File: config.mk
export PLATFORM = sky130hd
export DESIGN_NAME = ssp_slave_port
export DESIGN_NICKNAME = d
export VERILOG_FILES = /design/src/ssp_slave_port.v /design/src/ssp_sync3.v
export VERILOG_INCLUDE_DIRS = /design/src
export SDC_FILE = /design/constraint.sdc
export NUM_CORES = 1
export LEC_CHECK = 0
export BUFFER_PORTS_ARGS = -buffer_cell sky130_fd_sc_hd__buf_4
export CORE_UTILIZATION = 35
export DETAILED_ROUTE_END_ITERATION = 10
export HOLD_SLACK_MARGIN = 0.12
export REMOVE_ABC_BUFFERS = 1
export SYNTH_ARGS = -nofsm -noshare
export SYNTH_HDL_FRONTEND = slang
export SYNTH_SLANG_ARGS = --single-unit
File: constraint.sdc
create_clock -name clock_in -period 4 [get_ports clock_in]
set_clock_uncertainty 0.2 [all_clocks]
set_input_delay 0.8 -clock clock_in [delete_from_list [all_inputs] [get_ports clock_in]]
set_output_delay 0.8 -clock clock_in [all_outputs]
set_load 0.01 [all_outputs]
File: src/ssp_consts.vh
// Constants for the synchronous serial slave port
// Behaviour
// - Clearing clock source bit 7 selects slave
// - Master drives shift clock; device never does
// - Transfers continue in any low-power mode
// - Slave transmit behaves like master transmit; with bit 7 set the port never shifts or drives the pin
// - Two words then sleep: first sends, second waits
// - Second word loads, then transmit flag sets
// - Transmit flag with enable wakes chip
// - Transmit enable, then buffer write starts shift
// - Single receive enable ignored in slave
// - Continuous receive works in low-power mode
// - Received word moves to buffer; may wake
// - Receive flag sets on completed word
// - Ninth bit and errors in status register
// - Clearing continuous receive clears errors
// - Transmit flag clears only on buffer write
// - Receive samples data on falling clock edge
`ifndef SSP_CONSTS_VH
`define SSP_CONSTS_VH
`define SSP_A_INTERRUPT_CONTROL   4'h0
`define SSP_A_FLAGS    4'h1
`define SSP_A_ENABLES  4'h2
`define SSP_A_PRIO     4'h3
`define SSP_A_RXSTAT   4'h4
`define SSP_A_TXBUF    4'h5
`define SSP_A_TXSTAT   4'h6
`define SSP_A_BAUD     4'h7
`define SSP_A_PORT_G_LATCH     4'h8
`define SSP_A_RXBUF    4'h9
`define SSP_B_GIE      7
`define SSP_B_PERIPHERAL_INTERRUPT_ENABLE     6
`define SSP_B_RXIF     5
`define SSP_B_TXIF     4
`define SSP_B_PORT_ENABLE     7
`define SSP_B_RX9      6
`define SSP_B_SINGLE_RECEIVE_ENABLE     5
`define SSP_B_CONTINUOUS_RECEIVE_ENABLE     4
`define SSP_B_FRAMING_ERROR_FLAG     2
`define SSP_B_OVERRUN_ERROR_FLAG     1
`define SSP_B_RECEIVED_NINTH_BIT     0
`define SSP_B_CLOCK_SOURCE_SELECT     7
`define SSP_B_TX9      6
`define SSP_B_TRANSMIT_ENABLE     5
`define SSP_B_SYNC     4
`define SSP_B_TRMT     1
`define SSP_B_TRANSMIT_NINTH_BIT     0
`define SSP_RST_BYTE   8'h00
`define SSP_RST_TXSTAT 8'h02
`endif

File: src/ssp_slave_port.v
// Synchronous slave serial port with register file
//
// The placing of the registers and strobed register access were left to the implementer.
`timescale 1ns/100ps
`include "ssp_consts.vh"
module ssp_slave_port
(
  // System
  input  wire       clock_in,
  input  wire       sys_rst_in,
  // Register port
  input  wire [3:0] addr_in,
  input  wire [7:0] wdata_in,
  input  wire       wr_in,
  input  wire       rd_in,
  output reg  [7:0] rdata_out,
  // Power state
  input  wire       sleep_in,
  // Serial pins
  input  wire       shift_clock_pin_in,
  input  wire       data_pin_in,
  output reg        data_pin_out,
  output reg        data_pin_oe_out,
  // Chip events
  output reg        wake_out,
  output reg        irq_out
);
  reg  [7:0] interrupt_control_q;
  reg  [7:0] enables_q;
  reg  [7:0] prio_q;
  reg  [7:0] baud_q;
  reg  [7:0] port_g_latch_q;
  reg        port_enable_q;
  reg        rx9_q;
  reg        single_receive_enable_q;
  reg        continuous_receive_enable_q;
  reg        overrun_error_flag_q;
  reg        framing_error_flag_q;
  reg        clock_source_select_q;
  reg        tx9_q;
  reg        transmit_enable_q;
  reg        sync_q;
  reg        transmit_ninth_bit_q;
  reg  [7:0] txbuf_q;
  reg        txbuf_full_q;
  reg        txif_q;
  reg  [8:0] tsr_q;
  reg        tsr_busy_q;
  reg  [3:0] tx_cnt_q;
  reg  [8:0] rsr_q;
  reg  [3:0] rx_cnt_q;
  reg  [7:0] rxbuf_q;
  reg        rxbuf_full_q;
  reg        received_ninth_bit_buf_q;
  reg        rxif_q;
  reg        clk_prev_q;
  wire       clk_lvl;
  wire       dat_lvl;
  wire       slave_on;
  wire       rise;
  wire       fall;
  wire [3:0] tx_len;
  wire [3:0] rx_len;
  wire       tx_last;
  wire       rx_done;
  wire       buf_wr;
  wire       load_tsr;
  wire       rx_on;
  wire       rxbuf_rd;

  ssp_sync3 u_clk_sync
  (
    .clock_in   (clock_in),
    .sys_rst_in (sys_rst_in),
    .pin_in     (shift_clock_pin_in),
    .level_out  (clk_lvl)
  );

  ssp_sync3 u_dat_sync
  (
    .clock_in   (clock_in),
    .sys_rst_in (sys_rst_in),
    .pin_in     (data_pin_in),
    .level_out  (dat_lvl)
  );

  // Sleep is not consulted: the master's clock keeps us going
  assign slave_on = port_enable_q & sync_q & ~clock_source_select_q;
  assign rise     = clk_lvl & ~clk_prev_q;
  assign fall     = ~clk_lvl & clk_prev_q;
  assign tx_len   = tx9_q ? 4'h9 : 4'h8;
  assign rx_len   = rx9_q ? 4'h9 : 4'h8;
  assign buf_wr   = wr_in & (addr_in == `SSP_A_TXBUF);
  assign rxbuf_rd = rd_in & (addr_in == `SSP_A_RXBUF);
  // Single receive enable plays no part here
  assign rx_on    = slave_on & continuous_receive_enable_q & ~tsr_busy_q;
  assign tx_last  = tsr_busy_q & rise & (tx_cnt_q == tx_len - 4'h1);
  assign rx_done  = rx_on & fall & (rx_cnt_q == rx_len - 4'h1);
  // Buffer moves to the shifter as soon as it is idle
  assign load_tsr = slave_on & transmit_enable_q & txbuf_full_q &
                    (~tsr_busy_q | tx_last);

  // Register writes and status
  always @(posedge clock_in or posedge sys_rst_in)
  begin
    if (sys_rst_in)
    begin
      interrupt_control_q  <= `SSP_RST_BYTE;
      enables_q <= `SSP_RST_BYTE;
      prio_q    <= `SSP_RST_BYTE;
      baud_q    <= `SSP_RST_BYTE;
      port_g_latch_q    <= `SSP_RST_BYTE;
      port_enable_q    <= 1'b0;
      rx9_q     <= 1'b0;
      single_receive_enable_q    <= 1'b0;
      continuous_receive_enable_q    <= 1'b0;
      clock_source_select_q    <= 1'b0;
      tx9_q     <= 1'b0;
      transmit_enable_q    <= 1'b0;
      sync_q    <= 1'b0;
      transmit_ninth_bit_q    <= 1'b0;
    end
    else if (wr_in)
    begin
      case (addr_in)
        `SSP_A_INTERRUPT_CONTROL:  interrupt_control_q  <= wdata_in;
        `SSP_A_ENABLES: enables_q <= wdata_in;
        `SSP_A_PRIO:    prio_q    <= wdata_in;
        `SSP_A_BAUD:    baud_q    <= wdata_in;
        `SSP_A_PORT_G_LATCH:    port_g_latch_q    <= wdata_in;
        `SSP_A_RXSTAT:
        begin
          port_enable_q <= wdata_in[`SSP_B_PORT_ENABLE];
          rx9_q  <= wdata_in[`SSP_B_RX9];
          single_receive_enable_q <= wdata_in[`SSP_B_SINGLE_RECEIVE_ENABLE];
          continuous_receive_enable_q <= wdata_in[`SSP_B_CONTINUOUS_RECEIVE_ENABLE];
        end
        `SSP_A_TXSTAT:
        begin
          clock_source_select_q <= wdata_in[`SSP_B_CLOCK_SOURCE_SELECT];
          tx9_q  <= wdata_in[`SSP_B_TX9];
          transmit_enable_q <= wdata_in[`SSP_B_TRANSMIT_ENABLE];
          sync_q <= wdata_in[`SSP_B_SYNC];
          transmit_ninth_bit_q <= wdata_in[`SSP_B_TRANSMIT_NINTH_BIT];
        end
        default: ;
      endcase
    end
  end

  // Transmit buffer, flag and shifter
  always @(posedge clock_in or posedge sys_rst_in)
  begin
    if (sys_rst_in)
    begin
      txbuf_q         <= `SSP_RST_BYTE;
      txbuf_full_q    <= 1'b0;
      txif_q          <= 1'b0;
      tsr_q           <= 9'h000;
      tsr_busy_q      <= 1'b0;
      tx_cnt_q        <= 4'h0;
      data_pin_out    <= 1'b0;
      data_pin_oe_out <= 1'b0;
      clk_prev_q      <= 1'b0;
    end
    else
    begin
      clk_prev_q <= clk_lvl;
      if (load_tsr)
      begin
        // Ninth bit taken from the holding bit at load time
        tsr_q        <= {transmit_ninth_bit_q, txbuf_q};
        tsr_busy_q   <= 1'b1;
        tx_cnt_q     <= 4'h0;
        txbuf_full_q <= 1'b0;
        txif_q       <= 1'b1;
      end
      else if (~slave_on | ~transmit_enable_q)
      begin
        tsr_busy_q <= 1'b0;
        tx_cnt_q   <= 4'h0;
      end
      else if (tsr_busy_q & rise)
      begin
        // One bit per master clock, LSB first
        tsr_q <= {1'b0, tsr_q[8:1]};
        if (tx_last)
          tsr_busy_q <= 1'b0;
        else
          tx_cnt_q <= tx_cnt_q + 4'h1;
      end
      // Buffer write clears the flag; load in same cycle wins
      if (buf_wr & ~load_tsr)
      begin
        txbuf_q      <= wdata_in;
        txbuf_full_q <= 1'b1;
        txif_q       <= 1'b0;
      end
      else if (buf_wr)
      begin
        txbuf_q      <= wdata_in;
        txbuf_full_q <= 1'b1;
      end
      else if (~txbuf_full_q)
        txif_q <= 1'b1;
      // Drive the pin only while a word is in flight
      data_pin_oe_out <= tsr_busy_q | load_tsr;
      data_pin_out    <= load_tsr ? txbuf_q[0] :
                         (tsr_busy_q & rise) ? tsr_q[1] : tsr_q[0];
    end
  end

  // Receive shifter and buffer
  always @(posedge clock_in or posedge sys_rst_in)
  begin
    if (sys_rst_in)
    begin
      rsr_q        <= 9'h000;
      rx_cnt_q     <= 4'h0;
      rxbuf_q      <= `SSP_RST_BYTE;
      rxbuf_full_q <= 1'b0;
      received_ninth_bit_buf_q   <= 1'b0;
      rxif_q       <= 1'b0;
      overrun_error_flag_q       <= 1'b0;
      framing_error_flag_q       <= 1'b0;
    end
    else
    begin
      if (~rx_on)
        rx_cnt_q <= 4'h0;
      else if (fall)
      begin
        // Sampled on falling edge of shift clock
        if (rx9_q)
          rsr_q <= {dat_lvl, rsr_q[8:1]};
        else
          rsr_q <= {1'b0, dat_lvl, rsr_q[7:1]};
        rx_cnt_q <= rx_done ? 4'h0 : rx_cnt_q + 4'h1;
      end
      if (rx_done & rxbuf_full_q & ~rxbuf_rd)
        overrun_error_flag_q <= 1'b1;
      else if (rx_done)
      begin
        // Word lands in the buffer and raises the flag
        rxbuf_q      <= rx9_q ? rsr_q[8:1] : {dat_lvl, rsr_q[7:1]};
        received_ninth_bit_buf_q   <= rx9_q & dat_lvl;
        rxbuf_full_q <= 1'b1;
        rxif_q       <= 1'b1;
      end
      else if (rxbuf_rd)
      begin
        rxbuf_full_q <= 1'b0;
        rxif_q       <= 1'b0;
      end
      // Clearing continuous receive wipes the errors
      if (~continuous_receive_enable_q)
      begin
        overrun_error_flag_q <= 1'b0;
        framing_error_flag_q <= 1'b0;
      end
    end
  end

  // Read data, wake and interrupt
  always @(posedge clock_in or posedge sys_rst_in)
  begin
    if (sys_rst_in)
    begin
      rdata_out <= `SSP_RST_BYTE;
      wake_out  <= 1'b0;
      irq_out   <= 1'b0;
    end
    else
    begin
      // Wake needs only the local enable; vector also needs GIE and the peripheral enable
      wake_out <= (txif_q & enables_q[`SSP_B_TXIF]) |
                  (rxif_q & enables_q[`SSP_B_RXIF]);
      irq_out  <= interrupt_control_q[`SSP_B_GIE] & interrupt_control_q[`SSP_B_PERIPHERAL_INTERRUPT_ENABLE] &
                  ((txif_q & enables_q[`SSP_B_TXIF]) |
                   (rxif_q & enables_q[`SSP_B_RXIF]));
      rdata_out <= 8'h00;
      if (rd_in)
      begin
        case (addr_in)
          `SSP_A_INTERRUPT_CONTROL:  rdata_out <= interrupt_control_q;
          `SSP_A_FLAGS:   rdata_out <= {2'b00, rxif_q, txif_q, 4'h0};
          `SSP_A_ENABLES: rdata_out <= enables_q;
          `SSP_A_PRIO:    rdata_out <= prio_q;
          `SSP_A_RXSTAT:  rdata_out <= {port_enable_q, rx9_q, single_receive_enable_q, continuous_receive_enable_q,
                                        1'b0, framing_error_flag_q, overrun_error_flag_q, received_ninth_bit_buf_q};
          `SSP_A_TXBUF:   rdata_out <= txbuf_q;
          `SSP_A_TXSTAT:  rdata_out <= {clock_source_select_q, tx9_q, transmit_enable_q, sync_q,
                                        2'b00, ~tsr_busy_q, transmit_ninth_bit_q};
          `SSP_A_BAUD:    rdata_out <= baud_q;
          `SSP_A_PORT_G_LATCH:    rdata_out <= port_g_latch_q;
          `SSP_A_RXBUF:   rdata_out <= rxbuf_q;
          default:        rdata_out <= 8'h00;
        endcase
      end
    end
  end
endmodule

File: src/ssp_sync3.v
// Three-stage pin synchroniser with agreement check
`timescale 1ns/100ps
module ssp_sync3
(
  // Clock and reset
  input  wire clock_in,
  input  wire sys_rst_in,
  // Pin and filtered level
  input  wire pin_in,
  output reg  level_out
);
  reg s1_q;
  reg s2_q;
  reg s3_q;

  always @(posedge clock_in or posedge sys_rst_in)
  begin
    if (sys_rst_in)
    begin
      s1_q      <= 1'b0;
      s2_q      <= 1'b0;
      s3_q      <= 1'b0;
      level_out <= 1'b0;
    end
    else
    begin
      s1_q <= pin_in;
      s2_q <= s1_q;
      s3_q <= s2_q;
      // Change counts only once stages two and three agree
      if (s2_q == s3_q)
        level_out <= s3_q;
    end
  end
endmodule

==> key figures, run 1 <==
GRT
  • Vias in the first global route: 3570
  • Initial antenna violation count: 0
  • Largest net degree at the start of global routing: 62
  • Total grt overflow: 0
  • Overall Global Routing Usage: 0.162
  • First-pass GRT wire length: 19600 microns

Timing
  • Slew HR: 0.363
  • Fin crit share: 0.597
  • Hold Fails Final Rpt: 0
  • # setup viols final: 0
  • Final max-slew violation count: 0
  • Worst-margin pin slew: 952 ps
  • Unrepaired setup endpoints after global routing: false
  • Fmax: 419 MHz
  • Setup TNS: 0 ps
  • Crit path time final: 2390 ps

Worst setup path
  • Critical Path End Type: flop
  • CP required: 4080 ps
  • CP Launch Type: input port
  • Worst Path Arrival: 2470 ps
  • Crit path to: txbuf_q[0]
  • Crit Path Class: input port to flop
  • R2r startpoint: tsr_busy_q
  • Crit-path max FO: 24
  • CP startpoint: addr_in[2]
  • Worst R2R Setup Slack: 1670 ps
  • Worst r2r dst: tsr_q[0]
  • R2r worst-path depth: 5

Clocking
  • Clock Sink Count: 117
  • CTS tree: yes
  • Clock buffer depth: 2
  • H-tree depth: 4
  • CTS root buffer: clkbuf_16
  • Num CTS Buffers: 17
  • Post-CTS Hold Fix Bufs: 0
  • Worst-path clk slew: 50 ps
  • # resized after CTS: 0
  • Worst-skew pair later-pin latency: 410 ps
  • Setup bufs post-CTS: 0

Floorplan
  • I/O pin count: 31
  • Core box area: 14700 sq um
  • Area of the die: 15800 sq um
  • Initial core utilization: 0.363
  • Die Wd: 126 microns
  • Placement Rows: 44
  • Die height: 126 microns

Place
  • Post-DP HPWL: 8160 microns
  • Buffers on Ports: 29
  • Placer Congestion: 0.819
  • Placed Cells incl. Taps: 628

Pwr
  • Post-layout power: 3.47 mW
  • Static Leakage: 2.74 nW
  • Peak VDD IR: 0.332 mV
  • PwrDens: 553 nW/um^2

Worst hold path
  • Hold path startpoint: u_dat_sync.s1_q
  • Hold crit path type: flop to flop
  • Hold path depth: 0

Routing
  • Drt drc: 3
  • DR vias/cell: 5.38
  • Iter 0 DRT Violations: 346
  • Final ANT Viol Nets: 0
  • WL final: 11800 microns
  • Detailed-route via count: 3541
  • First-pass DRT Iterations: 7
  • Wirelength per Cell: 17.9 microns

Yosys
  • Count of cell types in the netlist: 58
  • Post-synth EDFFs: 0
  • Synth warn: 0
  • FFs w/ async S/R, synth: 1.00
  • Post-Syn Instances: 431
  • Post-synthesis sequential area ratio: 0.548
  • Largest area contributor in the netlist: dfrtp_1
  • Synth top area share: 0.548
  • Synth Area per Inst: 12.4 sq um
  • #FFs+latches synth: 117
  • Main flop type after synthesis: dfrtp_1
  • Area of the mapped netlist: 5340 sq um
  • Synth area leaders: dfrtp_1, mux2_2, mux2i_1, a21oi_1, nor2_1

Layout
  • Post-layout nets: 484
  • Post-layout instance count excluding filler cells: 658
  • Layout fillers: 1347
  • Share of cells above drive strength 1: 0.312
  • Synth-to-layout area growth: 17.4%
  • Most frequent cells in the layout: dfrtp_1, mux2_2, buf_4
  • # diodes: 0
  • Leading cell type in the layout, fill and taps excluded: dfrtp_1

Job
  • Max Cap Violations: 0

Status
  • Violated checks: DRC
  • Status: finished with violations
-- cell usage after synthesis (3+ instances only) --
| library cell | number |
|---|---|
| mux2i_1 | 15 |
| buf_6 | 3 |
| a32oi_1 | 4 |
| nand3_1 | 16 |
| o21ai_0 | 10 |
| and2_1 | 4 |
| a32o_1 | 3 |
| a22o_1 | 6 |
| buf_4 | 5 |
| dfrtp_1 | 117 |
| mux2_4 | 6 |
| a21oi_1 | 25 |
| and3_1 | 4 |
| nand2_1 | 26 |
| nor2_1 | 27 |
| inv_1 | 9 |
| a22oi_1 | 4 |
| or3_1 | 3 |
| mux2_2 | 70 |
| buf_2 | 9 |
| nor3_1 | 4 |
| nand3_2 | 3 |
| a31oi_1 | 7 |
| nor2b_1 | 8 |
-- through the flow --
step	hold slack, ps	area, sq um	util	setup slack, ps
finish	150	6270	0.427	1610
global route	169	6270	0.427	1380
CTS	152	6270	0.427	1620
detailed placement	137	5700	0.388	1190
global placement	136	5700	0.388	1210
floorplan	131	5220	-	-101
-- state kept, by name, indices dropped and copies added (netlist names), 4 cells and up --
signal and cells:
rdata_out 8, port_g_latch_q 8, enables_q 8, prio_q 8, tsr_q 9, rx_cnt_q 4, tx_cnt_q 4, interrupt_control_q 8
rsr_q 8, txbuf_q 8, rxbuf_q 8, baud_q 8
-- area by class of cell --
cell class,instances,area [sq um],share of cell area
multi-input combinational,285,2250,0.359
tap,184,230,0.0367
clock buffer,26,499,0.0796
inverter,10,40.0,0.00638
sequential,117,2930,0.467
timing repair buffer,32,253,0.0403
clock inverter,4,70.1,0.0112
-- how the worst min path moves through the flow --
stage,end
global route,u_clk_sync.s2_q
finish,u_dat_sync.s2_q
detailed placement,u_dat_sync.s2_q
floorplan,u_clk_sync.s2_q
CTS,u_dat_sync.s2_q
global placement,u_dat_sync.s2_q
-- where the power goes --
| group | internal, mW | total, mW | switching, mW |
|---|---|---|---|
| clock | 0.972 | 1.46 | 0.483 |
| combinational | 0.244 | 0.462 | 0.218 |
| sequential | 1.40 | 1.55 | 0.153 |
| total | 2.62 | 3.47 | 0.854 |
-- per-layer routing --
layer	share of wire	vias up	global-route usage
met1	0.48	1791	0.226
met3	0.045	13	0.0462
li1	-	1645	-
met2	0.46	92	0.241
met4	0.015	0	0.0581
met5	0	-	0
-- critical path, stage by stage --
cell and delay [ps]:
buf_4 270, nor2b_1 260, buf_4 210, nand2_2 110
nor3_4 420, mux2_2 400
-- logic make-up after synthesis --
logic type               count (synthesis)  share of synthesized area
AND/OR/NAND/NOR                        112                      0.112
multiplexers                            92                      0.197
adder cells (fa/ha/maj)                  4                    0.00843
AO/OA/AOI/OAI                           77                      0.104
buffers and inverters                   29                     0.0302
flip-flops                             117                      0.548
Note: power is estimated with default switching activity, not from simulation.
==> run 2, diff against run 1 <==
Clock period 4 ns to 2.5 ns, I/O delays scaled along.
==> key figures, run 2 (same netlist as run 1, synthesis figures left out) <==
GRT
  • Largest net degree at the start of global routing: 118 (was 62)
  • Overall Global Routing Usage: 0.169 (was 0.162)
  • First-pass GRT wire length: 20100 microns (was 19600 microns)
  • Vias in the first global route: 3696 (was 3570)
  • Total grt overflow: 0 (unchanged)
  • Initial antenna violation count: 0 (unchanged)

Floorplan
  • Placement Rows: 44 (unchanged)
  • I/O pin count: 31 (unchanged)
  • Area of the die: 15800 sq um (unchanged)
  • Initial core utilization: 0.363 (unchanged)
  • Core box area: 14700 sq um (unchanged)
  • Die Wd: 126 microns (unchanged)
  • Die height: 126 microns (unchanged)

Routing
  • Iter 0 DRT Violations: 399 (was 346)
  • WL final: 12000 microns (was 11800 microns)
  • DR vias/cell: 5.31 (was 5.38)
  • First-pass DRT Iterations: 9 (was 7)
  • Drt drc: 3 (unchanged)
  • Wirelength per Cell: 17.8 microns (was 17.9 microns)
  • Detailed-route via count: 3587 (was 3541)
  • Final ANT Viol Nets: 0 (unchanged)

Clocking
  • Clock buffer depth: 2 (unchanged)
  • Worst-path clk slew: 50 ps (about the same)
  • CTS tree: yes (unchanged)
  • Num CTS Buffers: 17 (unchanged)
  • Setup bufs post-CTS: 0 (unchanged)
  • H-tree depth: 4 (unchanged)
  • CTS root buffer: clkbuf_16 (unchanged)
  • Clock Sink Count: 117 (unchanged)
  • Worst-skew pair later-pin latency: 420 ps (was 410 ps)

Timing
  • Fmax: 442 MHz
  • Hold Fails Final Rpt: 0 (unchanged)
  • Slew HR: 0.593 (was 0.363)
  • # setup viols final: 0 (unchanged)
  • Crit path time final: 2260 ps
  • Worst-margin pin slew: 610 ps (was 952 ps)
  • Final max-slew violation count: 0 (unchanged)
  • Fin crit share: 0.904
  • Unrepaired setup endpoints after global routing: false (unchanged)

Worst setup path
  • Slowest-stage cell, CP: nor4b_2 (was nor3_4)
  • Critical-path cell list: nand2b_1 -> nor4b_2 -> nand3_2 -> mux2_4 (was buf_4 -> nor2b_1 -> buf_4 -> nand2_2 -> nor3_4 -> mux2_2)
  • CP Launch Type: flop (was input port)
  • Crit-path max FO: 11 (was 24)
  • Worst Path Arrival: 2360 ps (was 2470 ps)
  • Worst R2R Setup Slack: 240 ps (was 1670 ps)
  • Delay of the slowest critical-path stage: 440 ps (was 420 ps)
  • Critical Path End Type: flop (unchanged)
  • CP bufs+invs: 0 (was 2)
  • CP required: 2600 ps (was 4080 ps)
  • CP delay by family, top: simple AND/OR/NAND/NOR gates (unchanged)
  • Crit Path Class: flop to flop (was input port to flop)

Status
  • Violated checks: DRC (unchanged)
  • Status: finished with violations (unchanged)

Layout
  • Synth-to-layout area growth: 20.5% (was 17.4%)
  • Post-layout nets: 500 (was 484)
  • Share of cells above drive strength 1: 0.336 (was 0.312)
  • Biggest register: tsr_q (unchanged)
  • Post-layout instance count excluding filler cells: 675 (was 658)
  • Number of flip-flops in the largest register: 9 (unchanged)
  • # diodes: 0 (unchanged)
  • Leading cell type in the layout, fill and taps excluded: dfrtp_1 (unchanged)
  • Most frequent cells in the layout: dfrtp_1, mux2_2, buf_4 (unchanged)

Place
  • Buffers on Ports: 29 (unchanged)
  • Post-DP HPWL: 8280 microns (was 8160 microns)
  • Placer Congestion: 0.830 (was 0.819)
  • Placed Cells incl. Taps: 641 (was 628)

Pwr
  • Post-layout power: 5.73 mW (was 3.47 mW)
  • Static Leakage: 2.83 nW (was 2.74 nW)
  • Peak VDD IR: 0.568 mV (was 0.332 mV)
  • PwrDens: 890 nW/um^2 (was 553 nW/um^2)

Worst hold path
  • Hold crit path type: flop to flop (unchanged)

Job
  • Max Cap Violations: 0 (unchanged)
[run 2: final timing paths]
| path | to | cells after the start | startpoint |
|---|---|---|---|
| min in group asynchronous | u_dat_sync.s1_q | 4 | sys_rst_in |
| max reg2reg | rxbuf_q[0] | 4 | u_clk_sync.level_out |
| min reg2reg | u_clk_sync.s2_q | 0 | u_clk_sync.s1_q |
| max in group asynchronous | txbuf_q[2] | 4 | sys_rst_in |
| min | u_clk_sync.s2_q | 0 | u_clk_sync.s1_q |
| max | rxbuf_q[0] | 4 | u_clk_sync.level_out |
[run 2: per-layer routing]
layer	global-route usage	share of wire	up-vias
li1	-	-	1681
met1	0.229	0.48	1801
met2	0.253	0.46	88
met3	0.0543	0.049	17
met4	0.0603	0.014	0
met5	0	0	-
[run 2: what timing repair did]
action / CTS / global route
resized for setup: 0 / 0
hold buffers: 3 / 0
hold endpoints to repair: 119 / 0
[run 2: cell type report]
type | count | area (sq um)
timing repair buffer | 48 | 380
clock inverter | 11 | 158
clock buffer | 20 | 447
multi-input combinational | 285 | 2250
fill | 1349 | 8270
sequential | 117 | 2930
tap | 184 | 230
inverter | 10 | 40.0
[run 2: worst register-to-register path, cell delays in order (launching register included)]
cell and delay, ps:
dfrtp_1 420, nand2b_1 300, nor4b_2 440, nand3_2 370
mux2_4 400
[run 2: power breakdown]
part	internal (mW)	switching, mW	total, mW
Sequential	2.24	0.242	2.48
Clock	1.67	0.824	2.50
Combinational	0.403	0.348	0.751
Total	4.31	1.41	5.73
[run 2: stage by stage]
stage               setup WS, ps  hold WS [ps]  cell area, sq um   util  setup TNS [ps]
floorplan                  -1300           131              5220      -         -152190
global route                 111           154              6430  0.438               0
finish                       240           148              6430  0.438               0
CTS                          231           151              6430  0.438               0
detailed placement           103           139              5800  0.395               0
global placement             100           134              5800  0.395               0
